--- config.mk ---
export PLATFORM = sky130hd
export DESIGN_NAME = slc_top
export DESIGN_NICKNAME = d
export VERILOG_FILES = /design/src/pkg/slc_pkg.sv /design/src/pkg/slc_reg_if.sv /design/src/rtl/slc_axil_slave.sv /design/src/rtl/slc_top.sv
export SDC_FILE = /design/constraint.sdc
export NUM_CORES = 1
export LEC_CHECK = 0
export BUFFER_PORTS_ARGS = -buffer_cell sky130_fd_sc_hd__buf_2
export CAP_MARGIN = 0
export CORE_MARGIN = 2
export CORE_UTILIZATION = 30
export CTS_CLUSTER_SIZE = 24
export DETAILED_ROUTE_END_ITERATION = 16
export SYNTH_ARGS = -nofsm -noshare
export SYNTH_HDL_FRONTEND = slang
export SYNTH_HIERARCHICAL = 1
export SYNTH_SLANG_ARGS = --single-unit
--- constraint.sdc ---
create_clock -name sys_clk_in -period 3.25 [get_ports sys_clk_in]
set_input_delay 0.65 -clock sys_clk_in [delete_from_list [all_inputs] [get_ports sys_clk_in]]
set_output_delay 0.65 -clock sys_clk_in [all_outputs]
set_load 0.01 [all_outputs]
--- src/pkg/slc_pkg.sv ---
package slc_pkg;

  // ----------------------------------------------------------------------
  // Bus geometry
  // ----------------------------------------------------------------------
  localparam int ADDR_W = 8;
  localparam int DATA_W = 32;
  localparam int IDX_W  = 6;

  localparam logic [1:0] RESP_OKAY   = 2'h0;
  localparam logic [1:0] RESP_SLVERR = 2'h2;

  // ----------------------------------------------------------------------
  // Register indices, byte address is four times the index
  // ----------------------------------------------------------------------
  localparam logic [IDX_W-1:0] IDX_TUNE    = 6'h00;
  localparam logic [IDX_W-1:0] IDX_OUTMUX  = 6'h02;
  localparam logic [IDX_W-1:0] IDX_OSC     = 6'h03;
  localparam logic [IDX_W-1:0] IDX_CFG     = 6'h05;
  localparam logic [IDX_W-1:0] IDX_STAT    = 6'h06;
  localparam logic [IDX_W-1:0] IDX_IRQ_ST  = 6'h07;
  localparam logic [IDX_W-1:0] IDX_IRQ_MSK = 6'h08;

  // ----------------------------------------------------------------------
  // Field positions and reset values
  // ----------------------------------------------------------------------
  localparam logic [31:0] CFG_RST      = 32'h0040_0005;
  localparam logic [31:0] CFG_WMASK    = 32'h01C4_0000;
  localparam logic [2:0]  STAT_CODE    = 3'h6;
  localparam int          CFG_INTF_BIT = 24;
  localparam int          CFG_LD_LSB   = 22;
  localparam int          CFG_MUX_BIT  = 18;
  localparam int          FRAC_LSB     = 3;
  localparam int          OUTMUX_LSB   = 26;
  localparam int          OSC_LSB      = 26;
  localparam int          AUTO_OFF_BIT = 25;
  localparam int          IRQ_W        = 2;
  localparam int          IRQ_LOCK_ON  = 0;
  localparam int          IRQ_LOCK_OFF = 1;
  localparam logic        POR_RST      = 1'b1;

  typedef enum logic [1:0] {
    SLC_LD_LOW  = 2'h0,
    SLC_LD_DIG  = 2'h1,
    SLC_LD_ANA  = 2'h2,
    SLC_LD_HIGH = 2'h3
  } slc_ld_t;

  // ----------------------------------------------------------------------
  // Decoding helpers
  // ----------------------------------------------------------------------
  function automatic logic is_mapped(input logic [IDX_W-1:0] idx);
    case (idx)
      IDX_TUNE, IDX_OUTMUX, IDX_OSC, IDX_CFG,
      IDX_STAT, IDX_IRQ_ST, IDX_IRQ_MSK: return 1'b1;
      default: return 1'b0;
    endcase
  endfunction : is_mapped

  function automatic logic [31:0] apply_strb(input logic [31:0] old_v,
                                             input logic [31:0] new_v,
                                             input logic [3:0]  strb);
    logic [31:0] r;
    r = old_v;
    for (int i = 0; i < 4; i++) begin
      if (strb[i]) begin
        r[i*8 +: 8] = new_v[i*8 +: 8];
      end
    end
    return r;
  endfunction : apply_strb

endpackage : slc_pkg

--- src/pkg/slc_reg_if.sv ---
`timescale 1ns/1ps
interface slc_reg_if;
  logic        wr_req;
  logic        rd_req;
  logic [5:0]  wr_idx;
  logic [5:0]  rd_idx;
  logic [31:0] wdata;
  logic [3:0]  wstrb;
  logic [31:0] rdata;

  modport bus  (output wr_req, rd_req, wr_idx, rd_idx, wdata, wstrb,
                input  rdata);
  modport core (input  wr_req, rd_req, wr_idx, rd_idx, wdata, wstrb,
                output rdata);
endinterface : slc_reg_if

--- src/rtl/slc_axil_slave.sv ---
`timescale 1ns/1ps
module slc_axil_slave (
  input  wire logic        sys_clk_in,
  input  wire logic        rst_n_in,
  input  wire logic [7:0]  s_axi_awaddr_in,
  input  wire logic        s_axi_awvalid_in,
  output logic             s_axi_awready_out,
  input  wire logic [31:0] s_axi_wdata_in,
  input  wire logic [3:0]  s_axi_wstrb_in,
  input  wire logic        s_axi_wvalid_in,
  output logic             s_axi_wready_out,
  output logic [1:0]       s_axi_bresp_out,
  output logic             s_axi_bvalid_out,
  input  wire logic        s_axi_bready_in,
  input  wire logic [7:0]  s_axi_araddr_in,
  input  wire logic        s_axi_arvalid_in,
  output logic             s_axi_arready_out,
  output logic [31:0]      s_axi_rdata_out,
  output logic [1:0]       s_axi_rresp_out,
  output logic             s_axi_rvalid_out,
  input  wire logic        s_axi_rready_in,
  slc_reg_if.bus           regs
);

  typedef struct packed {
    logic        aw_got;
    logic        w_got;
    logic [5:0]  widx;
    logic [31:0] wdata;
    logic [3:0]  wstrb;
    logic        awready;
    logic        wready;
    logic        bvalid;
    logic [1:0]  bresp;
    logic        arready;
    logic        rvalid;
    logic [5:0]  ridx;
    logic [31:0] rdata;
    logic [1:0]  rresp;
    logic        wr_req;
    logic        rd_req;
  } slc_axil_state_t;

  slc_axil_state_t s_reg;
  slc_axil_state_t s_next;

  always_comb begin
    s_next        = s_reg;
    s_next.wr_req = 1'b0;
    s_next.rd_req = 1'b0;
    if (s_axi_awvalid_in && s_reg.awready) begin
      s_next.aw_got = 1'b1;
      s_next.widx   = s_axi_awaddr_in[7:2];
    end
    if (s_axi_wvalid_in && s_reg.wready) begin
      s_next.w_got = 1'b1;
      s_next.wdata = s_axi_wdata_in;
      s_next.wstrb = s_axi_wstrb_in;
    end
    if (s_reg.bvalid && s_axi_bready_in) begin
      s_next.bvalid = 1'b0;
    end
    // Address and data may arrive in either order; act once both are held.
    if (s_next.aw_got && s_next.w_got && !s_next.bvalid) begin
      s_next.wr_req = 1'b1;
      s_next.bvalid = 1'b1;
      s_next.aw_got = 1'b0;
      s_next.w_got  = 1'b0;
      s_next.bresp  = slc_pkg::is_mapped(s_next.widx) ?
                      slc_pkg::RESP_OKAY : slc_pkg::RESP_SLVERR;
    end
    s_next.awready = !s_next.aw_got && !s_next.bvalid;
    s_next.wready  = !s_next.w_got && !s_next.bvalid;
    if (s_axi_arvalid_in && s_reg.arready) begin
      s_next.rd_req  = 1'b1;
      s_next.ridx    = s_axi_araddr_in[7:2];
      s_next.arready = 1'b0;
    end
    if (s_reg.rd_req) begin
      s_next.rvalid = 1'b1;
      s_next.rdata  = regs.rdata;
      s_next.rresp  = slc_pkg::is_mapped(s_reg.ridx) ?
                      slc_pkg::RESP_OKAY : slc_pkg::RESP_SLVERR;
    end
    if (s_reg.rvalid && s_axi_rready_in) begin
      s_next.rvalid  = 1'b0;
      s_next.arready = 1'b1;
    end
  end

  always_ff @(posedge sys_clk_in or negedge rst_n_in) begin
    if (!rst_n_in) begin
      s_reg         <= '0;
      s_reg.awready <= 1'b1;
      s_reg.wready  <= 1'b1;
      s_reg.arready <= 1'b1;
    end else begin
      s_reg <= s_next;
    end
  end

  assign s_axi_awready_out = s_reg.awready;
  assign s_axi_wready_out  = s_reg.wready;
  assign s_axi_bresp_out   = s_reg.bresp;
  assign s_axi_bvalid_out  = s_reg.bvalid;
  assign s_axi_arready_out = s_reg.arready;
  assign s_axi_rdata_out   = s_reg.rdata;
  assign s_axi_rresp_out   = s_reg.rresp;
  assign s_axi_rvalid_out  = s_reg.rvalid;
  assign regs.wr_req       = s_reg.wr_req;
  assign regs.rd_req       = s_reg.rd_req;
  assign regs.wr_idx       = s_reg.widx;
  assign regs.rd_idx       = s_reg.ridx;
  assign regs.wdata        = s_reg.wdata;
  assign regs.wstrb        = s_reg.wstrb;
endmodule : slc_axil_slave

--- src/rtl/slc_top.sv ---
// What this block does
// - Integer mode when the zero-fraction bit is set and the fraction is zero.
// - Lock pin select: 00 low, 01 digital lock, 10 analog lock, 11 high.
// - Mux MSB with three low select bits picks the muxed output source.
// - Register index 000101 picks config, 000110 picks status; all six index bits are decoded.
// - The status register is read only.
// - Startup flag reads one until first read back, then zero.
// - Status bits 22:20 return the tuning voltage conversion result.
// - Status bits 8:3 report the active oscillator index, 0 to 63.
// - Config register resets to 00400005 hex.
// - With auto selection off, the oscillator index comes from the host.
// - Writing the tuning word last makes the device retune.
//
// Decided for this implementation: the AXI4-Lite register port.
`timescale 1ns/1ps
module slc_top (
  input  wire logic        sys_clk_in,
  input  wire logic        rst_n_in,
  input  wire logic [7:0]  s_axi_awaddr_in,
  input  wire logic        s_axi_awvalid_in,
  output logic             s_axi_awready_out,
  input  wire logic [31:0] s_axi_wdata_in,
  input  wire logic [3:0]  s_axi_wstrb_in,
  input  wire logic        s_axi_wvalid_in,
  output logic             s_axi_wready_out,
  output logic [1:0]       s_axi_bresp_out,
  output logic             s_axi_bvalid_out,
  input  wire logic        s_axi_bready_in,
  input  wire logic [7:0]  s_axi_araddr_in,
  input  wire logic        s_axi_arvalid_in,
  output logic             s_axi_arready_out,
  output logic [31:0]      s_axi_rdata_out,
  output logic [1:0]       s_axi_rresp_out,
  output logic             s_axi_rvalid_out,
  input  wire logic        s_axi_rready_in,
  input  wire logic        digital_lock_in,
  input  wire logic        analog_lock_in,
  input  wire logic [2:0]  tuning_voltage_adc_in,
  input  wire logic [5:0]  auto_osc_index_in,
  input  wire logic [15:0] outmux_src_in,
  output logic             lock_detect_out,
  output logic             muxed_output_pin_out,
  output logic             int_mode_out,
  output logic [5:0]       osc_index_out,
  output logic             retune_out,
  output logic             irq_out
);

  // ----------------------------------------------------------------------
  // State
  // ----------------------------------------------------------------------
  typedef struct packed {
    logic [31:0]                 cfg;
    logic [11:0]                 frac;
    logic [2:0]                  outmux_lo;
    logic [5:0]                  osc_man;
    logic                        auto_off;
    logic                        por;
    logic [2:0]                  adc;
    logic [5:0]                  osc_act;
    logic [slc_pkg::IRQ_W-1:0]   irq_st;
    logic [slc_pkg::IRQ_W-1:0]   irq_msk;
    logic                        dlock_q;
    logic                        int_mode;
    logic                        lock_pin;
    logic                        mux_pin;
    logic                        retune;
    logic                        irq;
  } slc_core_state_t;

  localparam slc_core_state_t CORE_RST = '{
    cfg:     slc_pkg::CFG_RST,
    por:     slc_pkg::POR_RST,
    default: '0
  };

  slc_core_state_t s_reg;
  slc_core_state_t s_next;
  slc_reg_if       regs ();

  slc_axil_slave u_slave (
    .sys_clk_in        (sys_clk_in),
    .rst_n_in          (rst_n_in),
    .s_axi_awaddr_in   (s_axi_awaddr_in),
    .s_axi_awvalid_in  (s_axi_awvalid_in),
    .s_axi_awready_out (s_axi_awready_out),
    .s_axi_wdata_in    (s_axi_wdata_in),
    .s_axi_wstrb_in    (s_axi_wstrb_in),
    .s_axi_wvalid_in   (s_axi_wvalid_in),
    .s_axi_wready_out  (s_axi_wready_out),
    .s_axi_bresp_out   (s_axi_bresp_out),
    .s_axi_bvalid_out  (s_axi_bvalid_out),
    .s_axi_bready_in   (s_axi_bready_in),
    .s_axi_araddr_in   (s_axi_araddr_in),
    .s_axi_arvalid_in  (s_axi_arvalid_in),
    .s_axi_arready_out (s_axi_arready_out),
    .s_axi_rdata_out   (s_axi_rdata_out),
    .s_axi_rresp_out   (s_axi_rresp_out),
    .s_axi_rvalid_out  (s_axi_rvalid_out),
    .s_axi_rready_in   (s_axi_rready_in),
    .regs              (regs)
  );

  // ----------------------------------------------------------------------
  // Register views
  // ----------------------------------------------------------------------
  logic [31:0] tune_w;
  logic [31:0] outmux_w;
  logic [31:0] osc_w;
  logic [31:0] stat_w;
  logic [31:0] irq_st_w;
  logic [31:0] irq_msk_w;
  logic [3:0]  mux_sel;
  logic        stat_rd;
  logic        irq_rd;

  assign tune_w    = {17'h0, s_reg.frac, 3'h0};
  assign outmux_w  = {3'h0, s_reg.outmux_lo, 26'h0};
  assign osc_w     = {s_reg.osc_man, s_reg.auto_off, 25'h0};
  assign stat_w    = {8'h0, s_reg.por, s_reg.adc, 11'h0,
                      s_reg.osc_act, slc_pkg::STAT_CODE};
  assign irq_st_w  = {30'h0, s_reg.irq_st};
  assign irq_msk_w = {30'h0, s_reg.irq_msk};
  assign mux_sel   = {s_reg.cfg[slc_pkg::CFG_MUX_BIT], s_reg.outmux_lo};
  assign stat_rd   = regs.rd_req && (regs.rd_idx == slc_pkg::IDX_STAT);
  assign irq_rd    = regs.rd_req && (regs.rd_idx == slc_pkg::IDX_IRQ_ST);

  // ----------------------------------------------------------------------
  // Read mux
  // ----------------------------------------------------------------------
  // The word is sampled by the slave in the same cycle as the read strobe,
  // so read-to-clear effects below land after the old value is captured.
  always_comb begin
    case (regs.rd_idx)
      slc_pkg::IDX_TUNE:    regs.rdata = tune_w;
      slc_pkg::IDX_OUTMUX:  regs.rdata = outmux_w;
      slc_pkg::IDX_OSC:     regs.rdata = osc_w;
      slc_pkg::IDX_CFG:     regs.rdata = s_reg.cfg;
      slc_pkg::IDX_STAT:    regs.rdata = stat_w;
      slc_pkg::IDX_IRQ_ST:  regs.rdata = irq_st_w;
      slc_pkg::IDX_IRQ_MSK: regs.rdata = irq_msk_w;
      default:              regs.rdata = 32'h0000_0000;
    endcase
  end

  // ----------------------------------------------------------------------
  // Next state
  // ----------------------------------------------------------------------
  always_comb begin
    logic [31:0]               w;
    logic [slc_pkg::IRQ_W-1:0] ev;
    w      = 32'h0000_0000;
    ev     = '0;
    s_next = s_reg;
    s_next.retune = 1'b0;
    if (regs.wr_req) begin
      case (regs.wr_idx)
        slc_pkg::IDX_TUNE: begin
          w = slc_pkg::apply_strb(tune_w, regs.wdata, regs.wstrb);
          s_next.frac   = w[slc_pkg::FRAC_LSB +: 12];
          s_next.retune = 1'b1;
        end
        slc_pkg::IDX_OUTMUX: begin
          w = slc_pkg::apply_strb(outmux_w, regs.wdata, regs.wstrb);
          s_next.outmux_lo = w[slc_pkg::OUTMUX_LSB +: 3];
        end
        slc_pkg::IDX_OSC: begin
          w = slc_pkg::apply_strb(osc_w, regs.wdata, regs.wstrb);
          s_next.osc_man  = w[slc_pkg::OSC_LSB +: 6];
          s_next.auto_off = w[slc_pkg::AUTO_OFF_BIT];
        end
        slc_pkg::IDX_CFG: begin
          // Reserved bits and the code field are held at fixed values.
          w = slc_pkg::apply_strb(s_reg.cfg, regs.wdata, regs.wstrb);
          s_next.cfg = (w & slc_pkg::CFG_WMASK) |
                       (slc_pkg::CFG_RST & ~slc_pkg::CFG_WMASK);
        end
        slc_pkg::IDX_IRQ_MSK: begin
          s_next.irq_msk = regs.wdata[slc_pkg::IRQ_W-1:0];
        end
        default: begin
          // Status and event registers ignore writes.
          s_next.cfg = s_reg.cfg;
        end
      endcase
    end
    if (stat_rd) begin
      s_next.por = 1'b0;
    end
    s_next.adc = tuning_voltage_adc_in;
    // A manual index only takes effect on the retune strobe, so the host
    // may stage it before the tuning word without disturbing the loop.
    if (!s_reg.auto_off) begin
      s_next.osc_act = auto_osc_index_in;
    end else if (s_reg.retune) begin
      s_next.osc_act = s_reg.osc_man;
    end
    s_next.int_mode = s_reg.cfg[slc_pkg::CFG_INTF_BIT] &&
                      (s_reg.frac == 12'h000);
    case (slc_pkg::slc_ld_t'(s_reg.cfg[slc_pkg::CFG_LD_LSB +: 2]))
      slc_pkg::SLC_LD_LOW:  s_next.lock_pin = 1'b0;
      slc_pkg::SLC_LD_DIG:  s_next.lock_pin = digital_lock_in;
      slc_pkg::SLC_LD_ANA:  s_next.lock_pin = analog_lock_in;
      slc_pkg::SLC_LD_HIGH: s_next.lock_pin = 1'b1;
      default:              s_next.lock_pin = 1'b0;
    endcase
    s_next.mux_pin = outmux_src_in[mux_sel];
    s_next.dlock_q = digital_lock_in;
    ev[slc_pkg::IRQ_LOCK_ON]  = digital_lock_in && !s_reg.dlock_q;
    ev[slc_pkg::IRQ_LOCK_OFF] = !digital_lock_in && s_reg.dlock_q;
    // A new event in the clearing cycle survives the read.
    s_next.irq_st = (s_reg.irq_st & ~{slc_pkg::IRQ_W{irq_rd}}) | ev;
    s_next.irq    = |(s_next.irq_st & s_next.irq_msk);
  end

  always_ff @(posedge sys_clk_in or negedge rst_n_in) begin
    if (!rst_n_in) begin
      s_reg <= CORE_RST;
    end else begin
      s_reg <= s_next;
    end
  end

  assign lock_detect_out      = s_reg.lock_pin;
  assign muxed_output_pin_out = s_reg.mux_pin;
  assign int_mode_out         = s_reg.int_mode;
  assign osc_index_out        = s_reg.osc_act;
  assign retune_out           = s_reg.retune;
  assign irq_out              = s_reg.irq;

  logic first_q;
  always_ff @(posedge sys_clk_in or negedge rst_n_in) begin
    if (!rst_n_in) begin
      first_q <= 1'b1;
    end else begin
      first_q <= 1'b0;
    end
  end
endmodule : slc_top

==> qor.log <==
[cts] clk sinks 130
[timing] setup tns final 0 ns
[final_layout] total of fill cells in the finished design 2047
[die] Die ar. 21900 um2
[cts] TritonCTS clock tree yes
[timing] count of final setup violators 0
[timing] fraction of the cycle the final worst path needs 62.6%
[final_layout] area of the multi-input gates 2250 um2
[cts] CTS hold repair buffers 0
[die] I/O pin count 138
[drt] total number of vias 3571
[global_routing] remaining global-route overflow 0
[final_layout] # nets final 608
[worst_hold_path] Min-Delay Path Class in2async
[place] final weighted congestion in routability-driven placement 0.719
[timing] total count of hold-check failures in the final report 0
[timing] max-slew violations 0
[setup_path] internal reg-to-reg setup slack 1.22 ns
[global_routing] number of global-route vias before repair 3861
[final_layout] ratio of cells with drive above 1 in the final layout 45.0%
[timing] RSZ-0062 raised after global routing false
[die] number of cell rows 52
[outcome] status finished, final reports clean
[yosys] number of warnings printed during yosys synthesis 6
[final_layout] fraction of the core area covered by cells at the end of the flow 35.1%
[drt] average via count per standard cell 4.43
[final_layout] P&R area growth vs syn 14.4%
[yosys] Post-Syn Area per Cell 13.3 um2
[yosys] summed instance area of the synthesized netlist 6230 um2
[global_routing] combined global-route utilization of all metal layers 12.9%
[power] power per unit of standard cell area 817 nW/um2
[power] largest vdd supply drop 418 uV
[power] overall power 5.83 mW
[drt] number of DRC violations after detailed routing 0
[timing] final worst path period need 2.03 ns
[setup_path] endpoint arrival time on the critical path 2.38 ns
[final_layout] number of standard cells in the final layout excluding fillers 806
[setup_path] Setup CP Type reg2reg
[power] leakage 3.58 nW
[setup_path] number of cells on the worst reg-to-reg path 5
[drt] drt first pass iters 4
[cts] number of H-tree branching levels 4
[die] y dimension of the die 148 um
[flow_run] max-capacitance violation count 0
[cts] post-CTS repair timing setup buffer count 0
[timing] headroom to the max-slew limit 55.6%
[setup_path] Crit path required time 3.60 ns
[cts] master cell of the clock root buffer sky130_fd_sc_hd__clkbuf_16
[place] count of placed standard cells including taps 773
[drt] wire per inst 16.7 um
[die] core outline area 20300 um2
[cts] clock transition at the registers of the reported paths 0.06 ns
[setup_path] Reg-to-Reg Start u_slave/regs.rd_idx[5]
[timing] measured slew at the worst slew-check pin 0.666 ns
[place] total of buffers placed on input and output ports 124
[die] initial cell density of the core 30.7%
[timing] highest clock rate 492 MHz
[setup_path] FF-to-FF End u_slave/s_axi_rdata_out[23]
[setup_path] CP Max Fanout 13
[drt] number of routed nets with antenna violations 0
[timing] Final Skew 0.0103 ns
[final_layout] FF/Latch Area 3260 um2
[final_layout] max FFs per register 32
[global_routing] pin count of the biggest net entering global routing 57
[cts] clock latency reported for the late side of the worst-skew pair 0.41 ns
[drt] number of design-rule violations left by the first detailed-router iteration 117
[cts] number of buffers created by CTS 17
[setup_path] Worst setup EP type flop
[cts] number of gates given a new drive strength after cts 0
[global_routing] antenna violations before repair 1
[yosys] gate count after technology mapping 468
[die] Die W 148 um
[place] estimated wirelength of the detail-placed design 10200 um
[drt] final routed wirelength across all metal layers 13500 um
[setup_path] type of origin of the critical path flop
[global_routing] first-pass GRT wire length 21500 um
[cts] deepest clock path buffer count 2
-- critical path, cell delays in order, from the launching register on --
cell	delay [ns]
sky130_fd_sc_hd__dfrtp_1	0.44
sky130_fd_sc_hd__nor3_4	0.46
sky130_fd_sc_hd__nand2_4	0.11
sky130_fd_sc_hd__nor3b_4	0.60
sky130_fd_sc_hd__a22o_1	0.24
sky130_fd_sc_hd__mux2_1	0.12
-- power by group --
part	total (mW)	internal [mW]	switching [mW]
clock network	1.92	1.25	0.678
registers	2.64	2.13	0.516
logic	1.26	0.739	0.520
total	5.83	4.11	1.71
-- cell usage in the layout, fill, tap and decap left out, drive strengths merged, types with 2 or more instances in the layout --
master,count
dfrtp,125
nor4,2
and2b,2
clkbuf,23
conb,6
clkinv,5
or2,3
bufinv,3
and3,13
buf,127
and2,5
mux2,101
nand3,3
nor3,5
nand4,3
a21oi,13
nor2,26
mux2i,11
a22o,10
inv,4
o21ai,6
nand2,10
dfstp,5
nor2b,4
mux4,4
-- final cells by class --
cell class	instances	share of cell area [%]
clock buffer	23	6.56
inverter	4	0.211
timing repair buffer	127	9.29
multi-input combinational	242	31.6
sequential	130	45.7
clock inverter	9	1.83
antenna	1	0.0351
tap	270	4.74
-- layer usage --
| metal | routed length (um) | GRT usage [%] | share of wire, % |
|---|---|---|---|
| met2 | 6570 | 20.8 | 49 |
| met5 | 0 | 0 | 0 |
| met1 | 6070 | 16.5 | 45 |
| met3 | 641 | 3.99 | 4.8 |
| met4 | 212 | 4.24 | 1.6 |
-- stage by stage --
stage               setup WS [ns]  cell area (um2)  hold WS (ns)
floorplan                    1.67             6250         0.354
global placement             1.24             6530         0.447
detailed placement           1.18             6530         0.455
CTS                          1.16             7130         0.178
global route                 1.07             7130         0.190
finish                       1.22             7130         0.178
-- worst max-delay path by stage --
stage / slack (ns) / from / to
global route: 1.07 / u_slave/regs.rd_idx[5] / u_slave/s_axi_rdata_out[6]
detailed placement: 1.18 / u_slave/regs.rd_idx[5] / u_slave/s_axi_rdata_out[23]
CTS: 1.16 / u_slave/regs.rd_idx[5] / u_slave/s_axi_rdata_out[23]
global placement: 1.24 / u_slave/regs.rd_idx[5] / u_slave/s_axi_rdata_out[23]
floorplan: 1.67 / u_slave/regs.rd_idx[5] / u_slave/s_axi_rdata_out[3]
finish: 1.22 / u_slave/regs.rd_idx[5] / u_slave/s_axi_rdata_out[23]
Power figures use the tool's default switching activity.
